## src/hdl/phy_lat_pkg.sv

```systemverilog
// package with offsets, fields and reset values for the pipe control and exit latency registers
package phy_lat_pkg;
  localparam logic [11:0] pipe_ctl_off = 12'h09c;
  localparam logic [11:0] u1_exit_latency_off = 12'h0a0;
  localparam logic [11:0] u2_exit_latency_off = 12'h0a4;
  localparam logic [11:0] sel_status_off = 12'h0a8;
  localparam int swing_bit = 0;
  localparam int margin_lo = 1;
  localparam int margin_hi = 3;
  localparam int deemph_lo = 4;
  localparam int deemph_hi = 5;
  localparam int ebuf_bit = 6;
  localparam int set_sel_bit = 5;
  localparam int u1_dh_lo = 16;
  localparam int u1_sys_lo = 0;
  localparam int u2_dh_lo = 16;
  localparam int u2_sys_lo = 0;
  localparam logic [6:0] pipe_zero = 7'h00;
  localparam logic [7:0] lat8_rst = 8'h00;
  localparam logic [15:0] lat16_rst = 16'h0000;
  localparam logic [31:0] rd_zero = 32'h0000_0000;
  typedef enum logic [1:0] {src_eeprom, src_otp, src_none} img_src_e;
endpackage : phy_lat_pkg

```

## src/hdl/pipe_default_sel.sv

```systemverilog
// picks the pipe setting image from eeprom, otp or zero
`timescale 1ns/1ps
`default_nettype none
module pipe_default_sel (
  // sources
  input wire logic eeprom_present_i,
  input wire logic [6:0] eeprom_flags_i,
  input wire logic otp_programmed_i,
  input wire logic [6:0] otp_flags_i,
  // result
  output logic [6:0] image_o,
  output var phy_lat_pkg::img_src_e src_o
);
  import phy_lat_pkg::*;
  assign src_o = eeprom_present_i ? src_eeprom : (otp_programmed_i ? src_otp : src_none);
  assign image_o = eeprom_present_i ? eeprom_flags_i :
                   otp_programmed_i ? otp_flags_i :
                   pipe_zero;
endmodule : pipe_default_sel
`default_nettype wire

```

## src/hdl/usb_phy_ctl_lat_regs.sv

```systemverilog
// pipe control settings, u1/u2 exit latency and set sel status registers on apb
//
// Overview of operation
// - pipe fields default from eeprom flags
// - without eeprom, defaults from otp image
// - neither source present: fields reset zero
// - usb or lite reset restores loaded image
// - protected resets leave swing/margin/deemphasis unchanged
// - compliance mode: deemphasis from link training
// - buffer mode stored but unused
// - u1 device-to-host latency bits 23:16
// - u1 system latency bits 7:0
// - u2 device-to-host latency bits 31:16
// - u2 system latency bits 15:0
// - latencies written only by set sel
// - set sel sets status bit 5, write-clear
//
// Local design decision: the APB register port.
`timescale 1ns/1ps
`default_nettype none
module usb_phy_ctl_lat_regs (
  // clock and reset
  input wire logic mclk_i,
  input wire logic rst_b_i,
  // apb slave
  input wire logic psel_i,
  input wire logic penable_i,
  input wire logic pwrite_i,
  input wire logic [11:0] paddr_i,
  input wire logic [31:0] pwdata_i,
  output logic [31:0] prdata_o,
  output logic pready_o,
  output logic pslverr_o,
  // configuration image
  input wire logic load_image_i,
  input wire logic eeprom_present_i,
  input wire logic [6:0] eeprom_flags_i,
  input wire logic otp_programmed_i,
  input wire logic [6:0] otp_flags_i,
  // usb resets
  input wire logic usb_reset_i,
  input wire logic lite_soft_reset_i,
  input wire logic reset_protect_i,
  // link training
  input wire logic compliance_mode_i,
  input wire logic [1:0] ltssm_deemph_i,
  // set sel from host
  input wire logic set_sel_i,
  input wire logic [7:0] u1_dev_to_host_lat_i,
  input wire logic [7:0] u1_system_lat_i,
  input wire logic [15:0] u2_dev_to_host_lat_i,
  input wire logic [15:0] u2_system_lat_i,
  // pipe outputs to phy
  output logic tx_swing_o,
  output logic [2:0] tx_margin_o,
  output logic [1:0] tx_deemph_o,
  output logic ebuf_mode_o
);
  import phy_lat_pkg::*;

  logic [6:0] pipe_ctl;
  logic [6:0] image;
  logic [6:0] image_now;
  img_src_e src_now;
  img_src_e image_src;
  logic [7:0] u1_dev_to_host_lat;
  logic [7:0] u1_system_lat;
  logic [15:0] u2_dev_to_host_lat;
  logic [15:0] u2_system_lat;
  logic set_sel_sts;

  pipe_default_sel u_sel (
    .eeprom_present_i(eeprom_present_i),
    .eeprom_flags_i(eeprom_flags_i),
    .otp_programmed_i(otp_programmed_i),
    .otp_flags_i(otp_flags_i),
    .image_o(image_now),
    .src_o(src_now)
  );

  // apb decode
  wire acc = psel_i && penable_i;
  wire wr = acc && pwrite_i;
  wire hit_pipe = paddr_i == pipe_ctl_off;
  wire hit_u1 = paddr_i == u1_exit_latency_off;
  wire hit_u2 = paddr_i == u2_exit_latency_off;
  wire hit_sts = paddr_i == sel_status_off;
  wire mapped = hit_pipe || hit_u1 || hit_u2 || hit_sts;
  wire pipe_wr = wr && hit_pipe;
  wire sts_clr = wr && hit_sts && pwdata_i[set_sel_bit];
  wire soft_rst = usb_reset_i || lite_soft_reset_i;
  // protected bits: swing, margin, deemphasis
  wire [6:0] prot_mask = 7'h3f;
  wire [6:0] keep_mask = reset_protect_i ? prot_mask : pipe_zero;
  // restore value, zero when no source was loaded
  wire [6:0] restore_img = (image_src == src_none) ? pipe_zero : image;

  assign pready_o = 1'b1;
  assign pslverr_o = acc && !mapped;

  // read mux
  wire [31:0] rd_pipe = {25'h000_0000, pipe_ctl};
  wire [31:0] rd_u1 = {8'h00, u1_dev_to_host_lat, 8'h00, u1_system_lat};
  wire [31:0] rd_u2 = {u2_dev_to_host_lat, u2_system_lat};
  wire [31:0] rd_sts = {26'h000_0000, set_sel_sts, 5'h00};
  wire [31:0] rd_data = hit_pipe ? rd_pipe : hit_u1 ? rd_u1 : hit_u2 ? rd_u2 :
                        hit_sts ? rd_sts : rd_zero;

  always_ff @(posedge mclk_i) begin
    if (!rst_b_i) begin
      prdata_o <= rd_zero;
    end else if (psel_i && !penable_i && !pwrite_i) begin
      prdata_o <= rd_data;
    end
  end

  // image capture after power-up load
  always_ff @(posedge mclk_i) begin
    if (!rst_b_i) begin
      image <= pipe_zero;
      image_src <= src_none;
    end else if (load_image_i) begin
      image <= image_now;
      image_src <= src_now;
    end
  end

  // pipe control register
  always_ff @(posedge mclk_i) begin
    if (!rst_b_i) begin
      pipe_ctl <= pipe_zero;
    end else if (load_image_i) begin
      pipe_ctl <= image_now;
    end else if (soft_rst) begin
      pipe_ctl <= (pipe_ctl & keep_mask) | (restore_img & ~keep_mask);
    end else if (pipe_wr) begin
      pipe_ctl <= pwdata_i[6:0];
    end
  end

  // exit latencies, host only
  always_ff @(posedge mclk_i) begin
    if (!rst_b_i) begin
      u1_dev_to_host_lat <= lat8_rst;
      u1_system_lat <= lat8_rst;
      u2_dev_to_host_lat <= lat16_rst;
      u2_system_lat <= lat16_rst;
    end else if (set_sel_i) begin
      u1_dev_to_host_lat <= u1_dev_to_host_lat_i;
      u1_system_lat <= u1_system_lat_i;
      u2_dev_to_host_lat <= u2_dev_to_host_lat_i;
      u2_system_lat <= u2_system_lat_i;
    end
  end

  // set sel status, set wins over clear
  always_ff @(posedge mclk_i) begin
    if (!rst_b_i) begin
      set_sel_sts <= 1'b0;
    end else if (set_sel_i) begin
      set_sel_sts <= 1'b1;
    end else if (sts_clr) begin
      set_sel_sts <= 1'b0;
    end
  end

  // pipe outputs
  always_ff @(posedge mclk_i) begin
    if (!rst_b_i) begin
      tx_swing_o <= 1'b0;
      tx_margin_o <= 3'h0;
      tx_deemph_o <= 2'h0;
      ebuf_mode_o <= 1'b0;
    end else begin
      tx_swing_o <= pipe_ctl[swing_bit];
      tx_margin_o <= pipe_ctl[margin_hi:margin_lo];
      tx_deemph_o <= compliance_mode_i ? ltssm_deemph_i : pipe_ctl[deemph_hi:deemph_lo];
      ebuf_mode_o <= 1'b0;
    end
  end
endmodule : usb_phy_ctl_lat_regs
`default_nettype wire

```

## config.mk

```make
export PLATFORM = sky130hd
export DESIGN_NAME = usb_phy_ctl_lat_regs
export DESIGN_NICKNAME = d
export VERILOG_FILES = /design/src/hdl/phy_lat_pkg.sv /design/src/hdl/pipe_default_sel.sv /design/src/hdl/usb_phy_ctl_lat_regs.sv
export SDC_FILE = /design/constraint.sdc
export NUM_CORES = 1
export LEC_CHECK = 0
export ABC_AREA = 1
export BUFFER_PORTS_ARGS = -buffer_cell sky130_fd_sc_hd__buf_4
export CAP_MARGIN = 20
export CORE_MARGIN = 2
export CORE_UTILIZATION = 35
export DETAILED_ROUTE_END_ITERATION = 6
export GPL_ROUTABILITY_DRIVEN = 1
export HOLD_SLACK_MARGIN = 0.1
export PLACE_DENSITY = 0.64
export SYNTH_ARGS = -nofsm -noshare
export SYNTH_HDL_FRONTEND = slang
export SYNTH_SLANG_ARGS = --single-unit
```

## constraint.sdc

```tcl
create_clock -name mclk_i -period 1.6 [get_ports mclk_i]
set_input_delay 0.08 -clock mclk_i [delete_from_list [all_inputs] [get_ports mclk_i]]
set_output_delay 0.08 -clock mclk_i [all_outputs]
set_load 0.02 [all_outputs]
```

==> metrics.md, run 1 <==
| Metric | Value |
|---|---|
| CP max stage cell | `nor4_1` |
| Pre-CTS setup slack | `0.1435 ns` |
| GP Congestion | `0.7873` |
| Initial drt markers | `297` |
| Outcome | `complete, no violations` |
| Arr. time, crit path | `1.34 ns` |
| Post-CTS setup repair buffer count | `0` |
| I/O Pins | `162` |
| Total chip power | `6.020 mW` |
| CP peak stage delay | `0.37 ns` |
| Reg clk slew, reported paths | `0.07 ns` |
| Largest net degree at the start of global routing | `49` |
| # diodes | `0` |
| Worst min path class | `input pin to flip-flop` |
| Post-layout minimum cycle time | `1.423 ns` |
| Final hold violations | `0` |
| Die Span Y | `118.3 um` |
| WHS Path Cells | `5` |
| CTS max path bufs | `2` |
| Die W | `118.3 um` |
| Vias in the first global route | `4414` |
| Via count | `4635` |
| Critical Setup Path Class | `input pin to primary output` |
| Hold_buf cts | `65` |
| Post-DP HPWL | `8372 um` |
| Final nets | `929` |
| Startpoint types | `input pin` |
| Total track usage | `0.1855` |
| Power per cell area | `900.7 nW/um^2` |
| Most frequent CP cell | `buf_4` |
| First-pass GRT wire length | `21080 um` |
| Antenna violations before repair | `0` |
| Crit path required time | `1.52 ns` |
| Synthesized cell area | `4574 um^2` |
| Max Cap Viol | `0` |
| Final Core Density | `0.5275` |
| CTS tree | `done` |
| Fmax | `702.6 MHz` |
| Num Clock Sinks | `103` |
| Fillers | `1226` |
| CTS HTree Levels | `3` |
| Layout cells sized above 1 | `0.2522` |
| CP delay by family, top | `simple AND/OR/NAND/NOR gates` |
| Clock Skew | `0.006415 ns` |
| I/O Buffers | `134` |
| Worst Setup End Kind | `primary output` |
| Total wire length | `12950 um` |
| Final setup fails | `0` |
| PostCTS Resize Cnt | `0` |
| Vias/cell | `4.706` |
| CP Cell Sequence | `buf_4 > inv_1 > nor2_2 > nand2_1 > nor2_4 > nand2_2 > inv_1 > nor4_1 > buf_4 > buf_4` |
| DR pass1 iterations | `4` |
| Hold Worst Slack | `0.1105 ns` |
| Drc violations | `0` |
| Worst R2R Path Depth | `3` |
| Period utilization | `0.8896` |
| RSZ-0062 raised after global routing | `no` |
| Grt ovf | `0` |
| Area Overhead vs Synth | `46.12%` |
| Initial core utilization | `0.3610` |
| Crit Path Max Fanout | `5` |
| Max-slew headroom | `0.6305` |
| Buf+Inv Stages, Crit Path | `5` |
| Worst VDD drop | `454.8 uV` |
| Die area | `14000 um^2` |
| Setup TNS | `0 ns` |
| Clk_lat worst skew | `0.35 ns` |
| Syn Area/Cell | `7.331 um^2` |
| Final worst setup slack | `0.1767 ns` |
| Instance count on the critical path | `10` |
| Synth Instances | `624` |
| Yosys warns | `0` |
| Root buffer cell | `clkbuf_16` |
| Post-route ant nets | `0` |
| Core area | `12670 um^2` |
| Worst slew pin tran | `0.5534 ns` |
| Drt wl/cell | `13.14 um` |
| Sequential-to-total area share from yosys stat | `0.4508` |
| Pleak | `3.051 nW` |
| Yosys reg bits | `103` |
| Row count | `41` |
| Final Slew Violations | `0` |
| Number of buffers created by CTS | `9` |
| Cell variety after synth | `37` |
| Post-synth net total | `745` |
final timing paths:
| check | startpoint | endpoint | slack, ns |
|---|---|---|---|
| worst min-delay path | otp_flags_i[5] | image[5] | 0.11 |
| worst max register to register | image_src[1] | image_src[1] | 0.35 |
| worst min register to register | flip-flop | tx_margin_o[0] | 0.45 |
| worst max-delay path | paddr_i[7] | pslverr_o | 0.18 |
metrics by stage:
stage          std cells  instance area (um^2)
3_3_place_gp         904                  5699
5_1_grt              985                  6684
3_5_place_dp         904                  5699
2_1_floorplan        624                  4574
6_report             985                  6684
4_1_cts              985                  6684
worst register-to-register path: stages (launching register included):
cell and delay, ns:
dfxtp_1 0.32, a21oi_1 0.17, o31ai_1 0.09, dlygate4sd3_1 0.56
per-layer routing:
metal  GRT usage  part of all wire  vias to the layer above
met2      0.3172              0.49                      133
met5           0                 0                        -
met4     0.07003             0.018                        0
met3     0.03378             0.048                       18
li1            -                 -                     2349
met1      0.2314              0.45                     2135
synth_stat cells, drive strengths merged:
library cell  count  area share
o31ai             1      0.0016
o21ai            57       0.066
inv              53       0.043
nand4             1      0.0014
dfxtp           103        0.45
buf              16       0.033
and2              1      0.0019
a22oi             1      0.0016
nor3              9       0.012
o211ai            6      0.0098
and3              1      0.0014
or2               1      0.0014
nor4              1      0.0014
o21a              6      0.0098
nor2            126        0.11
nand2           136        0.12
conb              2      0.0016
clkbuf           21       0.017
a21oi            38       0.052
nand3            39       0.054
o221ai            5      0.0096
report_power, final:
| group | switching (mW) | leakage, nW | total, mW | internal, mW |
|---|---|---|---|---|
| logic | 0.384 | 2.04 | 0.794 | 0.410 |
| registers | 0.0647 | 0.847 | 2.76 | 2.69 |
| clock network | 1.06 | 0.164 | 2.47 | 1.41 |
| total | 1.51 | 3.05 | 6.02 | 4.51 |
placed cells by master, fill, tap and decap left out, types with 2 or more instances in the layout:
cell type / count
inv_6: 2
nand3_1: 29
nor2_8: 2
nand2_1: 131
inv_2: 5
buf_4: 141
o211ai_1: 6
dlygate4sd3_1: 65
bufinv_16: 2
inv_8: 2
a21oi_1: 25
buf_12: 4
nor2_4: 2
dfxtp_1: 103
nand2_2: 4
nor3_1: 8
nor2_2: 2
o21ai_0: 55
inv_1: 48
conb_1: 2
clkbuf_16: 9
nor2_1: 120
o21a_1: 6
a21oi_2: 13
nand3_2: 10
o221ai_1: 5
flip-flops by register name, summed over array words and instances (netlist names), 2 cells and up, named ones only:
register / flops
prdata_o: 32
u2_dev_to_host_lat: 16
u2_system_lat: 16
u1_dev_to_host_lat: 8
u1_system_lat: 8
image: 7
tx_margin_o: 3
image_src: 2
tx_deemph_o: 2
kinds of logic (layout without fill, tap and decap cells):
logic type             count (synthesis)  after routing  synth area share
AND/OR/NAND/NOR                      315            315            0.3036
AO/OA/AOI/OAI                        114            114            0.1504
flip-flops                           103            103            0.4508
buffers and inverters                 90            279           0.09354
other                                  2              2          0.001642
final cells by class:
cell class	count	area, um^2	area share
timing repair buffer	210	1789	0.2677
clock inverter	7	108.9	0.01629
multi-input combinational	431	2085	0.3119
inverter	53	198.9	0.02976
clock buffer	9	225.2	0.03370
tap	172	215.2	0.03220
sequential	103	2062	0.3085
No activity file was read; power rests on OpenSTA's default activity.
==> run 2: changes to the inputs <==
BUFFER_PORTS_ARGS = default   (was -buffer_cell sky130_fd_sc_hd__buf_4)
DONT_BUFFER_PORTS = 1   (was default)
PLACE_DENSITY = 0.53   (was 0.64)
==> run 2 against run 1 <==
Against the previous run: clock skew barely moved; sequential power barely moved; total power fell by 1.9%; critical path type is now input pin to flip-flop; critical endpoint is now prdata_o[0].
==> metrics.md, run 2 (synthesis gave the netlist of run 1 again) <==
| Metric | Value |
|---|---|
| Pleak | `2.721 nW (-11%)` |
| Max Cap Viol | `0 (unchanged)` |
| Core area | `12670 um^2 (unchanged)` |
| Die area | `14000 um^2 (unchanged)` |
| I/O Pins | `162 (unchanged)` |
| Crit Path Max Fanout | `31 (+26)` |
| Outcome | `complete, no violations` |
| CTS HTree Levels | `3 (unchanged)` |
| CTS tree | `done` |
| Post-DP HPWL | `7568 um (-9.6%)` |
| RSZ-0062 raised after global routing | `no` |
| Setup TNS | `0 ns (unchanged)` |
| Post-route ant nets | `0 (unchanged)` |
| Crit path required time | `1.85 ns (+0.33 ns)` |
| Worst VDD drop | `759.8 uV (+67%)` |
| Vias in the first global route | `4445 (+0.70%)` |
| GP Congestion | `0.7592 (-3.6%)` |
| Total wire length | `13560 um (+4.8%)` |
| Grt ovf | `0 (unchanged)` |
| Power per cell area | `940.8 nW/um^2 (+4.5%)` |
| Period utilization | `0.8855 (-0.004065)` |
| Post-layout minimum cycle time | `1.417 ns (-0.006504 ns)` |
| Worst min path class | `input pin to flip-flop` |
| First-pass GRT wire length | `21450 um (+1.8%)` |
| Hold Worst Slack | `0.1042 ns (-0.006314 ns)` |
| Drc violations | `0 (unchanged)` |
| Worst Setup End Kind | `flip-flop` |
| Max-slew headroom | `0.5917 (-0.03883)` |
| Most common cell after layout, fill and taps aside | `nand2_1` |
| Final nets | `855 (-8.0%)` |
| Number of buffers created by CTS | `9 (unchanged)` |
| Initial drt markers | `230 (-23%)` |
| Num Clock Sinks | `103 (unchanged)` |
| Die Span Y | `118.3 um (unchanged)` |
| Antenna violations before repair | `0 (unchanged)` |
| Biggest regs | `prdata_o (32), u2_dev_to_host_lat (16), u2_system_lat (16)` |
| Row count | `41 (unchanged)` |
| Leading cell types in the layout, fill and taps excluded | `nand2_1 (131), dlygate4sd3_1 (122), nor2_1 (120)` |
| DR pass1 iterations | `5 (+1)` |
| Critical Setup Path Class | `input pin to flip-flop` |
| Via count | `4460 (-3.8%)` |
| # diodes | `0 (unchanged)` |
| Largest net degree at the start of global routing | `75 (+53%)` |
| Die W | `118.3 um (unchanged)` |
| Clock Skew | `0.006059 ns (-0.0003562 ns)` |
| Initial core utilization | `0.3610 (unchanged)` |
| Reg clk slew, reported paths | `0.07 ns (about the same)` |
| Drt wl/cell | `14.89 um (+13%)` |
| Arr. time, crit path | `1.67 ns (+0.33 ns)` |
| Fillers | `1228 (+0.16%)` |
| Final Slew Violations | `0 (unchanged)` |
| Startpoint types | `input pin` |
| Reg area | `2062 um^2 (unchanged)` |
| Number of flip-flops under the largest register name | `32 (unchanged)` |
| Final hold violations | `0 (unchanged)` |
| Area Overhead vs Synth | `37.17%` |
| Fmax | `705.8 MHz (+0.46%)` |
| Layout cells sized above 1 | `0.09878 (-0.1534)` |
| Vias/cell | `4.896 (+4.0%)` |
| Total track usage | `0.1907 (+0.005183)` |
| CTS max path bufs | `2 (unchanged)` |
| Final setup fails | `0 (unchanged)` |
| Largest register by flop count | `prdata_o` |
| Multi-input gate area | `2085 um^2 (unchanged)` |
| I/O Buffers | `0 (-100%)` |
| Clk_lat worst skew | `0.35 ns (about the same)` |
| Worst slew pin tran | `0.6116 ns (+0.05816 ns)` |
| Root buffer cell | `clkbuf_16` |
[run 2: metal layers]
metal / vias up / global-route usage / part of all wire
met4: 0 / 0.06777 / 0.023
met1: 2087 / 0.2225 / 0.42
li1: 2214 / - / -
met5: - / 0 / 0
met2: 135 / 0.3233 / 0.49
met3: 24 / 0.06564 / 0.063
[run 2: critical path, cell delays in order]
cell           delay [ns]
dlygate4sd3_1        0.59
nor3_4               0.28
inv_2                0.30
nor2_1               0.19
nand2_1              0.09
nand3_1              0.09
inv_1                0.04
[run 2: timing repair]
action | 4_1_cts | 5_1_grt
hold endpoints to repair | 87 | 0
hold buffers | 135 | 0
setup endpoints to repair | 0 | 21
setup buffers | 0 | 3
resized for setup | 0 | 2
[run 2: power by group]
| group | switching [mW] | internal (mW) | leakage (nW) | total (mW) |
|---|---|---|---|---|
| logic | 0.335 | 0.367 | 1.71 | 0.702 |
| clock network | 1.00 | 1.42 | 0.159 | 2.42 |
| registers | 0.0863 | 2.69 | 0.847 | 2.78 |
| total | 1.42 | 4.48 | 2.72 | 5.90 |
[run 2: worst paths after layout]
kind                                     end              start  slack, ns  depth (start not counted)
worst max-delay path             prdata_o[0]           pwrite_i       0.18                          7
worst min-delay path               flip-flop        pwdata_i[2]       0.10                          6
worst max register to register      image[3]           image[3]       0.22                          5
worst min register to register  prdata_o[15]  u2_system_lat[15]       0.46                          2
[run 2: stage by stage]
stage / area, um^2 / instances / power [mW] / setup slack [ns] / utilization
2_1_floorplan: 4574 / 624 / 3.162 / 0.2243 / -
3_3_place_gp: 4638 / 766 / 3.196 / 0.3229 / 0.3661
3_5_place_dp: 4638 / 766 / 3.210 / 0.2700 / 0.3661
4_1_cts: 6340 / 917 / 5.951 / 0.005078 / 0.5003
5_1_grt: 6275 / 911 / 6.154 / 0.03784 / 0.4952
6_report: 6275 / 911 / 5.903 / 0.1832 / 0.4952
[run 2: final cells by class]
type,count,share of cell area
Multi-Input combinational cell,431,0.3322
Clock inverter,6,0.01496
Timing Repair Buffer,136,0.2201
Tap cell,172,0.03430
Clock buffer,10,0.03809
Inverter,53,0.03170
Sequential cell,103,0.3286
==> run 3: changes to the inputs <==
CORE_UTILIZATION = 55   (was 35)
PLACE_DENSITY = 0.74   (was 0.53)
==> run 3 against run 2 <==
Against the previous run: non-clock buffer count down 11; fmax down 11%; core utilization up 24 points; design area down 4.6%; cell count down 8.7%; first-iteration DRC count up 3.5%; sequential share of layout area up 1.6 points; setup slack worse by 0.17 ns.
==> metrics.md, run 3 (synthesis gave the netlist of run 1 again) <==
| Metric | Value |
|---|---|
| Final worst setup slack | `0.01459 ns (-0.1686 ns)` |
| Worst VDD drop | `502.3 uV (-34%)` |
| GP Congestion | `0.8139 (+7.2%)` |
| I/O Buffers | `0 (unchanged)` |
| CTS max path bufs | `2 (unchanged)` |
| Period utilization | `0.9909 (+0.1054)` |
| Outcome | `complete, no violations` |
| Final setup fails | `0 (unchanged)` |
| Vias in the first global route | `4608 (+3.7%)` |
| Total track usage | `0.2959 (+0.1052)` |
| I/O Pins | `162 (unchanged)` |
| CP peak stage delay | `0.64 ns (+0.05 ns)` |
| Hold Worst Slack | `0.1157 ns (+0.01152 ns)` |
| Number of buffers created by CTS | `9 (unchanged)` |
| Area Overhead vs Synth | `30.85%` |
| Post-layout minimum cycle time | `1.585 ns (+0.1686 ns)` |
| Core area | `8134 um^2 (-36%)` |
| Setup TNS | `0 ns (unchanged)` |
| Post-CTS setup repair buffer count | `0 (unchanged)` |
| Pleak | `2.589 nW (-4.9%)` |
| Startpoint types | `input pin` |
| Max-slew headroom | `0.5011 (-0.09053)` |
| Die Span Y | `95.20 um (-20%)` |
| Grt ovf | `0 (unchanged)` |
| Antenna violations before repair | `0 (unchanged)` |
| Final Slew Violations | `0 (unchanged)` |
| Layout cells sized above 1 | `0.1004 (+0.001631)` |
| Reg area | `2062 um^2 (unchanged)` |
| Clk_lat worst skew | `0.36 ns (about the same)` |
| Worst slew pin tran | `0.7458 ns (+0.1342 ns)` |
| Via count | `4505 (+1.0%)` |
| Crit path required time | `1.89 ns (+0.04 ns)` |
| Most common cell after layout, fill and taps aside | `nand2_1` |
| Die W | `95.20 um (-20%)` |
| Drc violations | `0 (unchanged)` |
| Most frequent CP cell | `dlygate4sd3_1` |
| Worst min path class | `input pin to flip-flop` |
| Pre-CTS setup slack | `0.2373 ns (-0.03271 ns)` |
| Largest net degree at the start of global routing | `49 (-35%)` |
| # diodes | `0 (unchanged)` |
| Total chip power | `5.182 mW (-12%)` |
| CP max stage cell | `dlygate4sd3_1` |
| CP Cell Sequence | `dlygate4sd3_1 > nor2_8 > nand2_1 > dlygate4sd3_1 > and3_1 > a21oi_2` |
| Row count | `33 (-20%)` |
| First-pass GRT wire length | `20960 um (-2.3%)` |
| Biggest regs | `prdata_o (32), u2_dev_to_host_lat (16), u2_system_lat (16)` |
| Arr. time, crit path | `1.88 ns (+0.21 ns)` |
| Critical Setup Path Class | `input pin to flip-flop` |
| DR pass1 iterations | `5 (unchanged)` |
| CTS tree | `done` |
| Vias/cell | `5.415 (+11%)` |
| Die area | `9062 um^2 (-35%)` |
| Clock Skew | `0.009772 ns (+0.003713 ns)` |
| Power per cell area | `865.6 nW/um^2 (-8.0%)` |
| Initial core utilization | `0.5624 (+0.2014)` |
| Leading cell types in the layout, fill and taps excluded | `nand2_1 (130), nor2_1 (118), dlygate4sd3_1 (113)` |
| Post-DP HPWL | `6804 um (-10%)` |
| Fmax | `630.8 MHz (-11%)` |
| CTS HTree Levels | `3 (unchanged)` |
| Post-route ant nets | `0 (unchanged)` |
| Total wire length | `13310 um (-1.9%)` |
| Crit Path Max Fanout | `9 (-71%)` |
| Fillers | `594 (-52%)` |
| Root buffer cell | `clkbuf_8` |
| Num Clock Sinks | `103 (unchanged)` |
| Number of flip-flops under the largest register name | `32 (unchanged)` |
| Largest register by flop count | `prdata_o` |
| RSZ-0062 raised after global routing | `no` |
| Drt wl/cell | `15.99 um (+7.4%)` |
| Initial drt markers | `238 (+3.5%)` |
| Worst Setup End Kind | `flip-flop` |
| Final nets | `844 (-1.3%)` |
| Max Cap Viol | `0 (unchanged)` |
| Reg clk slew, reported paths | `0.09 ns (+0.02 ns)` |
| Final hold violations | `0 (unchanged)` |
| Multi-input gate area | `2092 um^2 (+0.36%)` |
## run 3: per-layer routing
layer	wire (um)	GRT usage	up-vias
met4	510	0.1473	0
met3	876	0.07036	51
met1	5278	0.3229	2082
met2	6640	0.5329	189
met5	0	0	-
li1	-	-	2183
## run 3: layout make-up
cell class              instances  share of cell area
multi-input cells             431              0.3495
repair buffers                125              0.2168
well taps                     105             0.02195
inverters                      53             0.03324
clock inverters                 5             0.01108
flip-flops and latches        103              0.3445
clock buffers                  10             0.02299
## run 3: report_power, final
group / switching, mW / internal [mW]
Combinational: 0.348 / 0.355
Clock: 0.920 / 0.778
Sequential: 0.0890 / 2.69
## run 3: stage by stage
step                utilization  cells  area (um^2)
floorplan                     -    624         4574
global placement         0.5584    699         4542
detailed placement       0.5584    699         4542
CTS                      0.7407    839         6025
global route             0.7359    832         5986
finish                   0.7359    832         5986
## run 3: repair_timing
item                                   4_1_cts  5_1_grt
setup endpoints to repair                    0       19
gates resized for setup                      0        6
hold buffers                               125        2
endpoints found under the hold margin       93       20
## run 3: worst max-delay path, delay by kind of cell
family          cells  cell delay, ns
buf+inv             2            1.19
simple gates        3            0.48
compound gates      1            0.12
## run 3: path summary, 6_finish.rpt
kind	startpoint	slack, ns	to	cells after the start
min	eeprom_flags_i[6]	0.12	pipe_ctl[6]	3
max reg2reg	image[6]	0.21	image[6]	5
max	load_image_i	0.01	pipe_ctl[6]	6
min reg2reg	flip-flop	0.46	tx_margin_o[2]	2
